File: config.mk
export PLATFORM = sky130hd
export DESIGN_NAME = power_readback_reset_regs
export DESIGN_NICKNAME = d
export VERILOG_FILES = /design/src/common/power_readback_pkg.sv /design/src/logic/power_readback_reset_regs.sv
export SDC_FILE = /design/constraint.sdc
export NUM_CORES = 1
export LEC_CHECK = 0
export BUFFER_PORTS_ARGS = -buffer_cell sky130_fd_sc_hd__clkbuf_2
export CORE_MARGIN = 5
export CORE_UTILIZATION = 35
export DETAILED_ROUTE_END_ITERATION = 8
export PLACE_DENSITY_LB_ADDON = 0.15
export REMOVE_ABC_BUFFERS = 1
export SLEW_MARGIN = 10
export SYNTH_ARGS = -nofsm -noshare
export SYNTH_HDL_FRONTEND = slang
export SYNTH_SLANG_ARGS = --single-unit
File: constraint.sdc
create_clock -name sysClk -period 1.1 [get_ports sysClk]
set_input_delay 0.22 -clock sysClk [delete_from_list [all_inputs] [get_ports sysClk]]
set_output_delay 0.22 -clock sysClk [all_outputs]
set_load 0.1 [all_outputs]
File: src/common/power_readback_pkg.sv
package power_readback_pkg;
  localparam int ADDR_W = 7;
  localparam int DATA_W = 9;
  localparam logic [6:0] ADDR_POWER_ONE = 7'h32;
  localparam logic [6:0] ADDR_POWER_TWO = 7'h33;
  localparam logic [6:0] ADDR_READBACK = 7'h34;
  localparam logic [6:0] ADDR_SOFT_RESET = 7'h35;
  localparam logic [8:0] POWER_ONE_RESET = 9'h07e;
  localparam logic [8:0] POWER_TWO_RESET = 9'h03e;
  localparam logic [8:0] READBACK_RESET = 9'h000;
  localparam logic [8:0] POWER_ONE_MASK = 9'h07f;
  localparam logic [8:0] POWER_TWO_MASK = 9'h03f;
  localparam logic [8:0] READBACK_MASK = 9'h01f;
  localparam int BIT_CHIP_SAVE = 0;
  localparam int BIT_ADC_OFF = 1;
  localparam int BIT_DAC_LO = 2;
  localparam int BIT_ALL_DACS = 6;
  localparam int BIT_OSC_OFF = 0;
  localparam int BIT_PLL1_OFF = 1;
  localparam int BIT_PLL2_OFF = 2;
  localparam int BIT_RECOVERY_OFF = 3;
  localparam int BIT_TX_OFF = 4;
  localparam int BIT_RX_OFF = 5;
  localparam int BIT_CONT_READ = 3;
  localparam int BIT_READ_EN = 4;
  localparam int STAT_NONPCM = 0;
  localparam int STAT_RATE_LO = 4;
  localparam int STAT_UNLOCK = 6;
  localparam logic [2:0] SEL_ERROR = 3'h0;
  localparam logic [2:0] SEL_CHAN1 = 3'h1;
  localparam logic [2:0] SEL_CHAN2 = 3'h2;
  localparam logic [2:0] SEL_CHAN3 = 3'h3;
  localparam logic [2:0] SEL_CHAN4 = 3'h4;
  localparam logic [2:0] SEL_CHAN5 = 3'h5;
  localparam logic [2:0] SEL_RXSTAT = 3'h6;
endpackage

File: src/logic/power_readback_reset_regs.sv
`timescale 1ns/10ps
`default_nettype none
module power_readback_reset_regs
  import power_readback_pkg::*;
(
  // Clock and reset
  input wire logic sysClk,
  input wire logic rst,
  // Register write port from the serial control decoder
  input wire logic wrEn,
  input wire logic [ADDR_W-1:0] wrAddr,
  input wire logic [DATA_W-1:0] wrData,
  // Register read port
  input wire logic [ADDR_W-1:0] rdAddr,
  output logic [DATA_W-1:0] rdData,
  // Status from the receiver
  input wire logic [1:0] recoveredRateCode,
  input wire logic recoveryUnlocked,
  input wire logic nonPcmBit,
  input wire logic [7:0] rxStatusUpper,
  input wire logic [7:0] errorStatus,
  input wire logic [7:0] chanStatus1,
  input wire logic [7:0] chanStatus2,
  input wire logic [7:0] chanStatus3,
  input wire logic [7:0] chanStatus4,
  input wire logic [7:0] chanStatus5,
  // Power controls to sub-blocks
  output logic digitalSave,
  output logic outputsMuted,
  output logic adcOff,
  output logic [3:0] dacOff,
  output logic oscillatorOff,
  output logic firstPllOff,
  output logic secondPllOff,
  output logic clockRecoveryOff,
  output logic transmitterOff,
  output logic receiverOff,
  // Read-back path
  output logic readbackActive,
  output logic continuousReadback,
  output logic [2:0] statusSelect,
  output logic [7:0] readbackData
);

  // ---------------------------------------------------------------
  // Registers
  // ---------------------------------------------------------------
  logic [8:0] powerOne_r;
  logic [8:0] powerTwo_r;
  logic [8:0] readback_r;
  logic [1:0] rateSync1_r, rateSync2_r;
  logic unlockSync1_r, unlockSync2_r;
  logic pcmSync1_r, pcmSync2_r;

  wire wrPowerOne = wrEn && (wrAddr == ADDR_POWER_ONE);
  wire wrPowerTwo = wrEn && (wrAddr == ADDR_POWER_TWO);
  wire wrReadback = wrEn && (wrAddr == ADDR_READBACK);
  wire softReset = wrEn && (wrAddr == ADDR_SOFT_RESET);

  always_ff @(posedge sysClk) begin
    if (rst || softReset) begin
      powerOne_r <= POWER_ONE_RESET;
      powerTwo_r <= POWER_TWO_RESET;
      readback_r <= READBACK_RESET;
    end else begin
      if (wrPowerOne) begin
        powerOne_r <= wrData & POWER_ONE_MASK;
      end
      if (wrPowerTwo) begin
        powerTwo_r <= wrData & POWER_TWO_MASK;
      end
      if (wrReadback) begin
        readback_r <= wrData & READBACK_MASK;
      end
    end
  end

  // ---------------------------------------------------------------
  // Status synchronisers
  // ---------------------------------------------------------------
  always_ff @(posedge sysClk) begin
    if (rst) begin
      rateSync1_r <= 2'h0;
      rateSync2_r <= 2'h0;
      unlockSync1_r <= 1'b1;
      unlockSync2_r <= 1'b1;
      pcmSync1_r <= 1'b0;
      pcmSync2_r <= 1'b0;
    end else begin
      rateSync1_r <= recoveredRateCode;
      rateSync2_r <= rateSync1_r;
      unlockSync1_r <= recoveryUnlocked;
      unlockSync2_r <= unlockSync1_r;
      pcmSync1_r <= nonPcmBit;
      pcmSync2_r <= pcmSync1_r;
    end
  end

  // ---------------------------------------------------------------
  // Decode
  // ---------------------------------------------------------------
  wire chipSave = powerOne_r[BIT_CHIP_SAVE];
  wire allDacs = powerOne_r[BIT_ALL_DACS];
  wire [3:0] dacBits = powerOne_r[BIT_DAC_LO +: 4];
  wire [3:0] dacOffNxt = {4{allDacs || chipSave}} | dacBits;
  wire adcOffNxt = chipSave || powerOne_r[BIT_ADC_OFF];
  wire oscOffNxt = chipSave || powerTwo_r[BIT_OSC_OFF];
  wire pll1OffNxt = chipSave || powerTwo_r[BIT_PLL1_OFF];
  wire pll2OffNxt = chipSave || powerTwo_r[BIT_PLL2_OFF];
  wire recOffNxt = chipSave || powerTwo_r[BIT_RECOVERY_OFF];
  wire txOffNxt = chipSave || powerTwo_r[BIT_TX_OFF];
  wire rxOffNxt = chipSave || powerTwo_r[BIT_RX_OFF];

  wire [7:0] rxStatusWord;
  assign rxStatusWord = {rxStatusUpper[7], unlockSync2_r, rateSync2_r,
                         rxStatusUpper[3:1], pcmSync2_r};

  wire [2:0] selNxt = readback_r[2:0];
  wire readEnNxt = readback_r[BIT_READ_EN];
  logic [7:0] selectedWord;
  always_comb begin
    case (selNxt)
      SEL_ERROR: selectedWord = errorStatus;
      SEL_CHAN1: selectedWord = chanStatus1;
      SEL_CHAN2: selectedWord = chanStatus2;
      SEL_CHAN3: selectedWord = chanStatus3;
      SEL_CHAN4: selectedWord = chanStatus4;
      SEL_CHAN5: selectedWord = chanStatus5;
      SEL_RXSTAT: selectedWord = rxStatusWord;
      default: selectedWord = 8'h00;
    endcase
  end

  logic [8:0] rdNxt;
  always_comb begin
    case (rdAddr)
      ADDR_POWER_ONE: rdNxt = powerOne_r;
      ADDR_POWER_TWO: rdNxt = powerTwo_r;
      ADDR_READBACK: rdNxt = readback_r;
      default: rdNxt = 9'h000;
    endcase
  end

  // ---------------------------------------------------------------
  // Registered outputs
  // ---------------------------------------------------------------
  always_ff @(posedge sysClk) begin
    if (rst) begin
      rdData <= 9'h000;
      digitalSave <= 1'b0;
      outputsMuted <= 1'b0;
      adcOff <= 1'b1;
      dacOff <= 4'hf;
      oscillatorOff <= 1'b0;
      firstPllOff <= 1'b1;
      secondPllOff <= 1'b1;
      clockRecoveryOff <= 1'b1;
      transmitterOff <= 1'b1;
      receiverOff <= 1'b1;
      readbackActive <= 1'b0;
      continuousReadback <= 1'b0;
      statusSelect <= 3'h0;
      readbackData <= 8'h00;
    end else begin
      rdData <= rdNxt;
      digitalSave <= chipSave;
      outputsMuted <= chipSave;
      adcOff <= adcOffNxt;
      dacOff <= dacOffNxt;
      oscillatorOff <= oscOffNxt;
      firstPllOff <= pll1OffNxt;
      secondPllOff <= pll2OffNxt;
      clockRecoveryOff <= recOffNxt;
      transmitterOff <= txOffNxt;
      receiverOff <= rxOffNxt;
      readbackActive <= readEnNxt;
      continuousReadback <= readEnNxt && readback_r[BIT_CONT_READ];
      statusSelect <= selNxt;
      readbackData <= readEnNxt ? selectedWord : 8'h00;
    end
  end

endmodule
`default_nettype wire

==> results of run 1 <==
## layer usage
metal,global-route usage,up-vias,wire length [um]
li1,-,1191,-
met1,0.189,1064,2840
met2,0.246,59,3370
met3,0.0390,16,371
met4,0.0901,0,197
met5,0,-,0
## worst max-delay path, cell delays in order (launching register included)
cell and delay [ns]:
dfxtp_2 0.33, buf_6 0.13, buf_12 0.14, mux2i_1 0.19, o22ai_1 0.09, o31a_1 0.28
## layout make-up
class	instances	area [um^2]	area share
clock inverter	2	12.5	0.00306
sequential	58	1210	0.295
multi-input combinational	173	1220	0.299
clock buffer	13	159	0.0389
timing repair buffer	147	1340	0.329
tap	99	124	0.0303
inverter	5	18.8	0.00459
## sequential cells by signal, summed over array words and instances (netlist names), 2 cells and up
register      cells
readbackData      8
powerOne_r        7
rdData            7
powerTwo_r        6
readback_r        5
dacOff            4
statusSelect      3
rateSync1_r       2
rateSync2_r       2
## logic make-up after synthesis
kind of cell | Yosys count | synth area share
other | 1 | 0.00149
DFF | 58 | 0.462
buffers and inverters | 24 | 0.0622
muxes | 26 | 0.108
AOI/OAI and AO/OA | 48 | 0.142
and+or+nand+nor | 97 | 0.224
## final timing paths
kind,from,to,slack (ns),depth (start not counted)
max,readback_r[2]$_SDFFE_PP0P_,readbackData[3]$_SDFF_PP0_,-0.17,5
min,recoveryUnlocked,unlockSync1_r$_SDFF_PP1_,0.07,2
max reg2reg,readback_r[2]$_SDFFE_PP0P_,readbackData[3]$_SDFF_PP0_,-0.17,5
min reg2reg,unlockSync1_r$_SDFF_PP1_,unlockSync2_r$_SDFF_PP1_,0.41,1
## stage by stage
step	setup WS, ns	hold WS, ns	instance area, um^2	utilization	total power [mW]
global placement	-0.204	0.396	3830	0.536	2.52
detailed placement	-0.236	0.395	3830	0.536	2.53
floorplan	-0.793	0.282	2380	-	2.31
CTS	-0.177	0.0552	4050	0.567	4.23
finish	-0.169	0.0721	4090	0.573	4.18
global route	-0.249	0.0804	4090	0.573	4.38
## power breakdown
group / switching, mW / internal [mW] / total [mW]
Sequential: 0.00486 / 2.11 / 2.12
Clock: 0.770 / 0.925 / 1.69
Combinational: 0.173 / 0.193 / 0.366
## repair_timing
action | CTS | global route
pin swaps | 1 | 4
endpoints found under the setup margin | 36 | 20
setup buffers | 1 | 0
gates resized for setup | 29 | 14
hold buffers | 0 | 0
## cell usage in the layout, fill, tap and decap left out, types with 3 or more instances in the layout
| cell type | netlist | final |
|---|---|---|
| and2b_1 | 6 | 6 |
| or3_1 | 6 | 6 |
| o221ai_1 | 5 | 5 |
| a211oi_1 | 12 | 9 |
| nor2_1 | 14 | 14 |
| buf_6 | 2 | 3 |
| nor2b_1 | 9 | 9 |
| inv_1 | 5 | 5 |
| mux2i_1 | 25 | 24 |
| nor3_1 | 3 | 3 |
| nand4_1 | 5 | 5 |
| buf_4 | 4 | 31 |
| clkbuf_2 | 0 | 79 |
| a211oi_2 | 0 | 3 |
| nand3_1 | 4 | 4 |
| dfxtp_2 | 0 | 31 |
| dfxtp_1 | 58 | 25 |
| or4_1 | 4 | 4 |
| clkbuf_8 | 0 | 11 |
| o21ai_0 | 4 | 4 |
| buf_12 | 1 | 34 |
| o21a_1 | 5 | 5 |
| a22o_1 | 4 | 4 |
| nand2_1 | 25 | 25 |
| nand2b_1 | 7 | 6 |
| a22oi_1 | 4 | 4 |
| a21oi_1 | 4 | 4 |
==> impl_metrics.env, run 1 <==
export IMPL_die_h_um=94.8
export IMPL_final_max_slew_viol_count=0
export IMPL_critPathLaunchType="register"
export IMPL_async_flop_share=0
export IMPL_die_w_um=94.8
export IMPL_htreeDepth=3
export IMPL_clock_fmax_mhz=788
export IMPL_synth_warnings=0
export IMPL_ys_top_cells_by_count="58 x dfxtp_1, 25 x mux2i_1, 25 x nand2_1, 14 x nor2_1, 12 x a211oi_1"
export IMPL_worstPathRequired_ns=1.32
export IMPL_worstSetupEndpointType="register"
export IMPL_syn_area_per_cell_um2=9.90
export IMPL_drive_gt1_frac=0.525
export IMPL_setup_slack_ns=-0.169
export IMPL_syn_inst=254
export IMPL_synth_top_cell_area_share=0.462
export IMPL_antenna_found_initial=0
export IMPL_worst_setup_path_type="register to register"
export IMPL_syn2layout_area_growth_pct=62.5
export IMPL_rsz0062_at_grt="yes"
export IMPL_hpwl_um=5530
export IMPL_period_share=1.15
export IMPL_critPathArrivalTime_ns=1.49
export IMPL_syn_cell_area_um2=2510
export IMPL_cts_tree="built"
export IMPL_cts_root_buffer="clkbuf_8"
export IMPL_wirelength_um=6770
export IMPL_io_buffers=112
export IMPL_rows=31
export IMPL_fin_nets=480
export IMPL_ys_ff_latch=58
export IMPL_status="finished, violations left"
export IMPL_synth_edf_count=0
export IMPL_nFillCells=647
export IMPL_route_detailed_drc=0
export IMPL_post_drt_via_cell_ratio=4.69
export IMPL_synth_most_common_cell="dfxtp_1"
export IMPL_grt_util_all_layers=0.155
export IMPL_placed_cells=481
export IMPL_design_core_area_um2=7140
export IMPL_ir_drop_mv=0.533
export IMPL_place_congestion=0.826
export IMPL_antenna_cells=0
export IMPL_fin_cells=497
export IMPL_grt_pass1_vias=2316
export IMPL_wire_per_inst_um=13.6
export IMPL_die_area_um2=8980
export IMPL_clk_pin_slew_worst_paths_ns=0.06
export IMPL_numCtsBuffers=9
export IMPL_synth_distinct_cells=46
export IMPL_violations="negative setup slack"
export IMPL_synth_top_cells_by_area="dfxtp_1 46%, mux2i_1 10%, nand2_1 3.7%"
export IMPL_grt_max_degree=18
export IMPL_hp_class="input pin to register"
export IMPL_powerDensity_nw_per_um2=1020
export IMPL_grt_pass1_wl_um=10600
export IMPL_cts_buffer_depth=2
export IMPL_dr_pass1_iters=4
export IMPL_tns_ns=-1.11
export IMPL_num_io_pins=121
export IMPL_synth_top_flop_cell="dfxtp_1"
export IMPL_cap_violations=0
export IMPL_clock_sinks=58
export IMPL_worstSkewPairLatency_ns=0.33
export IMPL_report_final_hold_viol_count=0
export IMPL_grt_overflow=0
export IMPL_start_util=0.352
export IMPL_drt_iter0_markers=54
export IMPL_fin_crit_ns=1.27
export IMPL_power_leakage_nw=1.83
export IMPL_ys_seq_area_frac=0.462
export IMPL_synth_top_area_cell="dfxtp_1"
export IMPL_drtAntennaViolNets=0
export IMPL_fin_worst_skew_ns=0.00832
export IMPL_finalSetupViolCount=8
export IMPL_dr_total_vias=2330
export IMPL_worst_path_max_fanout=13
(Power assumes the default switching activity.)
==> run 2, diff against run 1 <==
- clock period: 1.1 -> 1.6 ns (I/O delays scaled with it)
==> run 2 against run 1 <==
  * The flow now finishes without violations
  * Final cell count fell by 4.2%
  * Wire length shrank 3.0%
  * Final area fell by 17%
  * Clock power is 19% lower
  * Critical endpoint is now readbackData[4]$_SDFF_PP0_
  * Power down 27%
  * Combinational power shrank 37%
  * Sequential share of layout area up 4.6 points
  * Largest power group unchanged
  * Critical path type unchanged
  * Die area unchanged
==> impl_metrics.env, run 2 (synthesis results as in run 1) <==
export IMPL_status="finished clean"
export IMPL_route_detailed_drc=0
export IMPL_htreeDepth=3
export IMPL_cts_resized=0
export IMPL_rsz0062_at_grt="no"
export IMPL_cap_violations=0
export IMPL_die_area_um2=8980
export IMPL_worst_setup_path_type="register to register"
export IMPL_fin_nets=459
export IMPL_cts_buffer_depth=2
export IMPL_clock_fmax_mhz=679
export IMPL_regArea_um2=1160
export IMPL_fin_area_um2=3400
export IMPL_utilization=0.476
export IMPL_die_h_um=94.8
export IMPL_grt_pass1_wl_um=10500
export IMPL_antenna_found_initial=0
export IMPL_io_buffers=112
export IMPL_cts_root_buffer="clkbuf_8"
export IMPL_hp_class="input pin to register"
export IMPL_multi_input_area_um2=1200
export IMPL_clk_pin_slew_worst_paths_ns=0.06
export IMPL_cts_hold_buf=0
export IMPL_rows=31
export IMPL_wire_per_inst_um=13.8
export IMPL_post_cts_setup_buffer_count=0
export IMPL_wirelength_um=6570
export IMPL_nFillCells=743
export IMPL_final_max_slew_viol_count=0
export IMPL_hpwl_um=4990
export IMPL_worstReg2RegStart="readback_r[2]$_SDFFE_PP0P_"
export IMPL_die_w_um=94.8
export IMPL_critPathArrivalTime_ns=1.69
export IMPL_critPathLaunchType="register"
export IMPL_fin_worst_skew_ns=0.00243
export IMPL_start_util=0.352
export IMPL_worst_path_max_fanout=23
export IMPL_reg2reg_depth=5
export IMPL_report_final_hold_viol_count=0
export IMPL_fin_cells=476
export IMPL_grt_util_all_layers=0.152
export IMPL_layout_commonest_cell="clkbuf_2"
export IMPL_post_drt_via_cell_ratio=4.70
export IMPL_clock_sinks=58
export IMPL_holdCritStartpoint="recoveryUnlocked"
export IMPL_worstMarginPinSlew_ns=0.567
export IMPL_r2r_end="readbackData[4]$_SDFF_PP0_"
export IMPL_placed_area_um2=3200
export IMPL_finalSetupViolCount=0
export IMPL_reg_largest_list="readbackData (8), powerOne_r (7), rdData (7)"
export IMPL_min_to="unlockSync1_r$_SDFF_PP1_"
export IMPL_grt_pass1_vias=2216
export IMPL_powerDensity_nw_per_um2=900
export IMPL_numCtsBuffers=9
export IMPL_period_share=0.920
export IMPL_placed_cells=461
export IMPL_design_core_area_um2=7140
export IMPL_worstSetupEndpointType="register"
export IMPL_syn2layout_area_growth_pct=35.2
export IMPL_place_congestion=0.799
export IMPL_dr_total_vias=2236
export IMPL_cts_tree="built"
export IMPL_drive_gt1_frac=0.401
export IMPL_rrSetupSlack_ns=0.13
export IMPL_drtAntennaViolNets=0
export IMPL_grt_max_degree=29
export IMPL_worstSkewPairLatency_ns=0.32
export IMPL_ir_drop_mv=0.520
export IMPL_tns_ns=0
export IMPL_largest_register_ffs=8
export IMPL_drt_iter0_markers=55
export IMPL_top_register="readbackData"
export IMPL_final_cell_mix="112 x clkbuf_2, 58 x dfxtp_1, 25 x mux2i_1, 25 x nand2_1, 14 x nor2_1"
export IMPL_num_io_pins=121
export IMPL_antenna_cells=0
export IMPL_relSlewSlack=0.624
export IMPL_grt_overflow=0
export IMPL_dr_pass1_iters=4
export IMPL_power_leakage_nw=1.59
export IMPL_worstPathRequired_ns=1.82
export IMPL_whs_path_depth=2
export IMPL_fin_crit_ns=1.47
-- run 2: changes by cell type in the layout (fill, tap and decap cells not counted), moves of 3 or more --
cell and delta:
dfxtp_1 +33, a211oi_1 +3, buf_6 -3, dfxtp_2 -31, buf_4 -19, a211oi_2 -3, clkbuf_2 +33, buf_12 -32
-- run 2: worst max-delay path, cell delays in order (launching register included) --
cell and delay (ns):
dfxtp_1 0.44, buf_12 0.20, and2b_1 0.19, a211oi_1 0.26, a211oi_1 0.08, o21a_1 0.19
-- run 2: worst max-delay path by stage --
stage / from / endpoint / slack (ns)
4_1_cts: readback_r[2]$_SDFFE_PP0P_ / readbackData[4]$_SDFF_PP0_ / 0.09
3_3_place_gp: readback_r[2]$_SDFFE_PP0P_ / readbackData[4]$_SDFF_PP0_ / 0.12
5_1_grt: readback_r[2]$_SDFFE_PP0P_ / readbackData[4]$_SDFF_PP0_ / 0.03
3_5_place_dp: readback_r[2]$_SDFFE_PP0P_ / readbackData[4]$_SDFF_PP0_ / 0.11
2_1_floorplan: readback_r[2]$_SDFFE_PP0P_ / readbackData[0]$_SDFF_PP0_ / -0.29
6_report: readback_r[2]$_SDFFE_PP0P_ / readbackData[4]$_SDFF_PP0_ / 0.13
-- run 2: where the power goes --
group          leakage [nW]  internal [mW]  switching [mW]  total [mW]
clock                 0.106          0.836           0.532        1.37
sequential            0.470           1.46         0.00302        1.46
combinational          1.01          0.118           0.113       0.231
total                  1.59           2.41           0.648        3.06
-- run 2: final cells by class --
| cell class | instances | share of cell area |
|---|---|---|
| timing repair buffer | 126 | 0.203 |
| inverter | 5 | 0.00552 |
| clock buffer | 13 | 0.0497 |
| clock inverter | 2 | 0.0103 |
| tap | 99 | 0.0364 |
| sequential | 58 | 0.342 |
| multi-input combinational | 173 | 0.353 |
-- run 2: layer usage --
metal	share of wire	track usage	vias to the layer above
met4	0.021	0.0697	0
met1	0.42	0.183	1015
li1	-	-	1144
met3	0.065	0.0494	11
met2	0.49	0.245	66
met5	0	0	-
-- run 2: stage by stage --
step | power, mW | hold slack (ns) | setup slack (ns)
detailed placement | 1.72 | 0.392 | 0.109
global route | 3.19 | 0.176 | 0.0282
CTS | 3.11 | 0.153 | 0.0919
global placement | 1.72 | 0.394 | 0.118
floorplan | 1.59 | 0.382 | -0.293
finish | 3.06 | 0.176 | 0.128
==> run 3, diff against run 2 <==
- clock period: 1.6 -> 1.37 ns (I/O delays scaled with it)
==> run 3 against run 2 <==
  * Setup slack worse by 0.047 ns
  * Combinational power is 24% higher
  * Sequential power is 16% higher
  * Critical path depth stayed put
  * Die area stayed put
  * Via count is 2.9% higher
  * Fmax is 14% higher
  * Register-to-register slack worse by 0.05 ns
  * Highest routed layer unchanged
==> impl_metrics.env, run 3 (synthesis results as in run 1) <==
export IMPL_cts_buffer_depth=2
export IMPL_wirelength_um=6720
export IMPL_drtAntennaViolNets=0
export IMPL_die_w_um=94.8
export IMPL_io_buffers=112
export IMPL_numCtsBuffers=9
export IMPL_critPathLaunchType="register"
export IMPL_cts_root_buffer="clkbuf_8"
export IMPL_antenna_cells=0
export IMPL_top_register="readbackData"
export IMPL_design_core_area_um2=7140
export IMPL_ir_drop_mv=0.488
export IMPL_hp_class="input pin to register"
export IMPL_grt_max_degree=20
export IMPL_worstSkewPairLatency_ns=0.32
export IMPL_fin_worst_skew_ns=0.00393
export IMPL_grt_pass1_vias=2166
export IMPL_fin_crit_ns=1.29
export IMPL_htreeDepth=3
export IMPL_grt_util_all_layers=0.147
export IMPL_die_area_um2=8980
export IMPL_num_io_pins=121
export IMPL_worst_setup_path_type="register to register"
export IMPL_reg_largest_list="readbackData (8), powerOne_r (7), rdData (7)"
export IMPL_clock_fmax_mhz=775
export IMPL_report_final_hold_viol_count=0
export IMPL_worst_path_max_fanout=15
export IMPL_placed_cells=470
export IMPL_cap_violations=0
export IMPL_start_util=0.352
export IMPL_worstPathRequired_ns=1.58
export IMPL_grt_overflow=0
export IMPL_dr_total_vias=2300
export IMPL_fin_cells=492
export IMPL_clk_pin_slew_worst_paths_ns=0.06
export IMPL_power_leakage_nw=1.79
export IMPL_fin_nets=474
export IMPL_cts_tree="built"
export IMPL_place_congestion=0.763
export IMPL_powerDensity_nw_per_um2=953
export IMPL_nFillCells=701
export IMPL_final_cell_mix="79 x clkbuf_2, 56 x dfxtp_1, 41 x buf_4, 25 x nand2_1, 24 x mux2i_1"
export IMPL_layout_commonest_cell="clkbuf_2"
export IMPL_largest_register_ffs=8
export IMPL_rsz0062_at_grt="no"
export IMPL_drive_gt1_frac=0.443
export IMPL_clock_sinks=58
export IMPL_die_h_um=94.8
export IMPL_post_drt_via_cell_ratio=4.67
export IMPL_final_max_slew_viol_count=0
export IMPL_grt_pass1_wl_um=10100
export IMPL_worstSetupEndpointType="register"
export IMPL_hpwl_um=5140
export IMPL_wire_per_inst_um=13.7
export IMPL_tns_ns=0
export IMPL_antenna_found_initial=0
export IMPL_status="finished clean"
export IMPL_dr_pass1_iters=4
export IMPL_period_share=0.941
export IMPL_holdWs_ns=0.128
export IMPL_critPathArrivalTime_ns=1.50
export IMPL_finalSetupViolCount=0
export IMPL_route_detailed_drc=0
export IMPL_rows=31
export IMPL_syn2layout_area_growth_pct=54.6
export IMPL_drt_iter0_markers=70
-- run 3: changes by cell type in the layout (fill, tap and decap cells not counted), moves of 2 or more --
cell / before / now
buf_4: 12 / 41
dfxtp_1: 58 / 56
clkbuf_2: 112 / 79
buf_12: 2 / 20
a211oi_1: 12 / 8
clkbuf_8: 12 / 10
a211oi_2: 0 / 4
-- run 3: power by group --
| group | total, mW | leakage (nW) | switching (mW) | internal (mW) |
|---|---|---|---|---|
| Combinational | 0.287 | 1.21 | 0.137 | 0.150 |
| Sequential | 1.70 | 0.471 | 0.00429 | 1.70 |
| Clock | 1.72 | 0.109 | 0.651 | 1.07 |
| Total | 3.71 | 1.79 | 0.792 | 2.91 |
-- run 3: worst max-delay path: stages (launching register included) --
cell     delay, ns
dfxtp_4       0.37
buf_12        0.14
buf_4         0.15
mux4_2        0.29
o21ai_0       0.16
a21oi_1       0.05
-- run 3: metrics by stage --
| stage | setup slack, ns | util | total power, mW | instance area, um^2 |
|---|---|---|---|---|
| 6_report | 0.0805 | 0.545 | 3.71 | 3890 |
| 5_1_grt | 0.00868 | 0.545 | 3.87 | 3890 |
| 4_1_cts | 0.0295 | 0.536 | 3.76 | 3830 |
| 3_5_place_dp | -0.0388 | 0.500 | 2.02 | 3570 |
| 3_3_place_gp | -0.0236 | 0.500 | 2.02 | 3570 |
| 2_1_floorplan | -0.523 | - | 1.85 | 2380 |
-- run 3: layout make-up --
class                           instances  area [um^2]  area share
Timing Repair Buffer                  141         1140       0.292
Clock inverter                          5         77.6      0.0199
Multi-Input combinational cell        173         1220       0.315
Tap cell                               99          124      0.0319
Clock buffer                           11          141      0.0364
Inverter                                5         18.8     0.00483
Sequential cell                        58         1170       0.300
-- run 3: repair_timing --
item	CTS	global route
buffers inserted	0	5
hold buffers	0	0
pin swaps	0	1
endpoints found under the setup margin	2	7
gates cloned	1	0
resized for setup	2	6
-- run 3: worst paths after layout --
path         slack [ns]  cells after the start                    endpoint                        from
max                0.08                      5  readbackData[6]$_SDFF_PP0_  readback_r[2]$_SDFFE_PP0P_
min                0.13                      2    unlockSync1_r$_SDFF_PP1_            recoveryUnlocked
min reg2reg        0.41                      1    unlockSync2_r$_SDFF_PP1_    unlockSync1_r$_SDFF_PP1_
max reg2reg        0.08                      5  readbackData[6]$_SDFF_PP0_  readback_r[2]$_SDFFE_PP0P_
-- run 3: layer usage --
metal,part of all wire,up-vias,routed length [um],track usage
met4,0.0092,0,62,0.0457
met1,0.42,1055,2830,0.177
met2,0.51,62,3440,0.242
li1,-,1179,-,-
met3,0.058,4,391,0.0566
met5,0,-,0,0
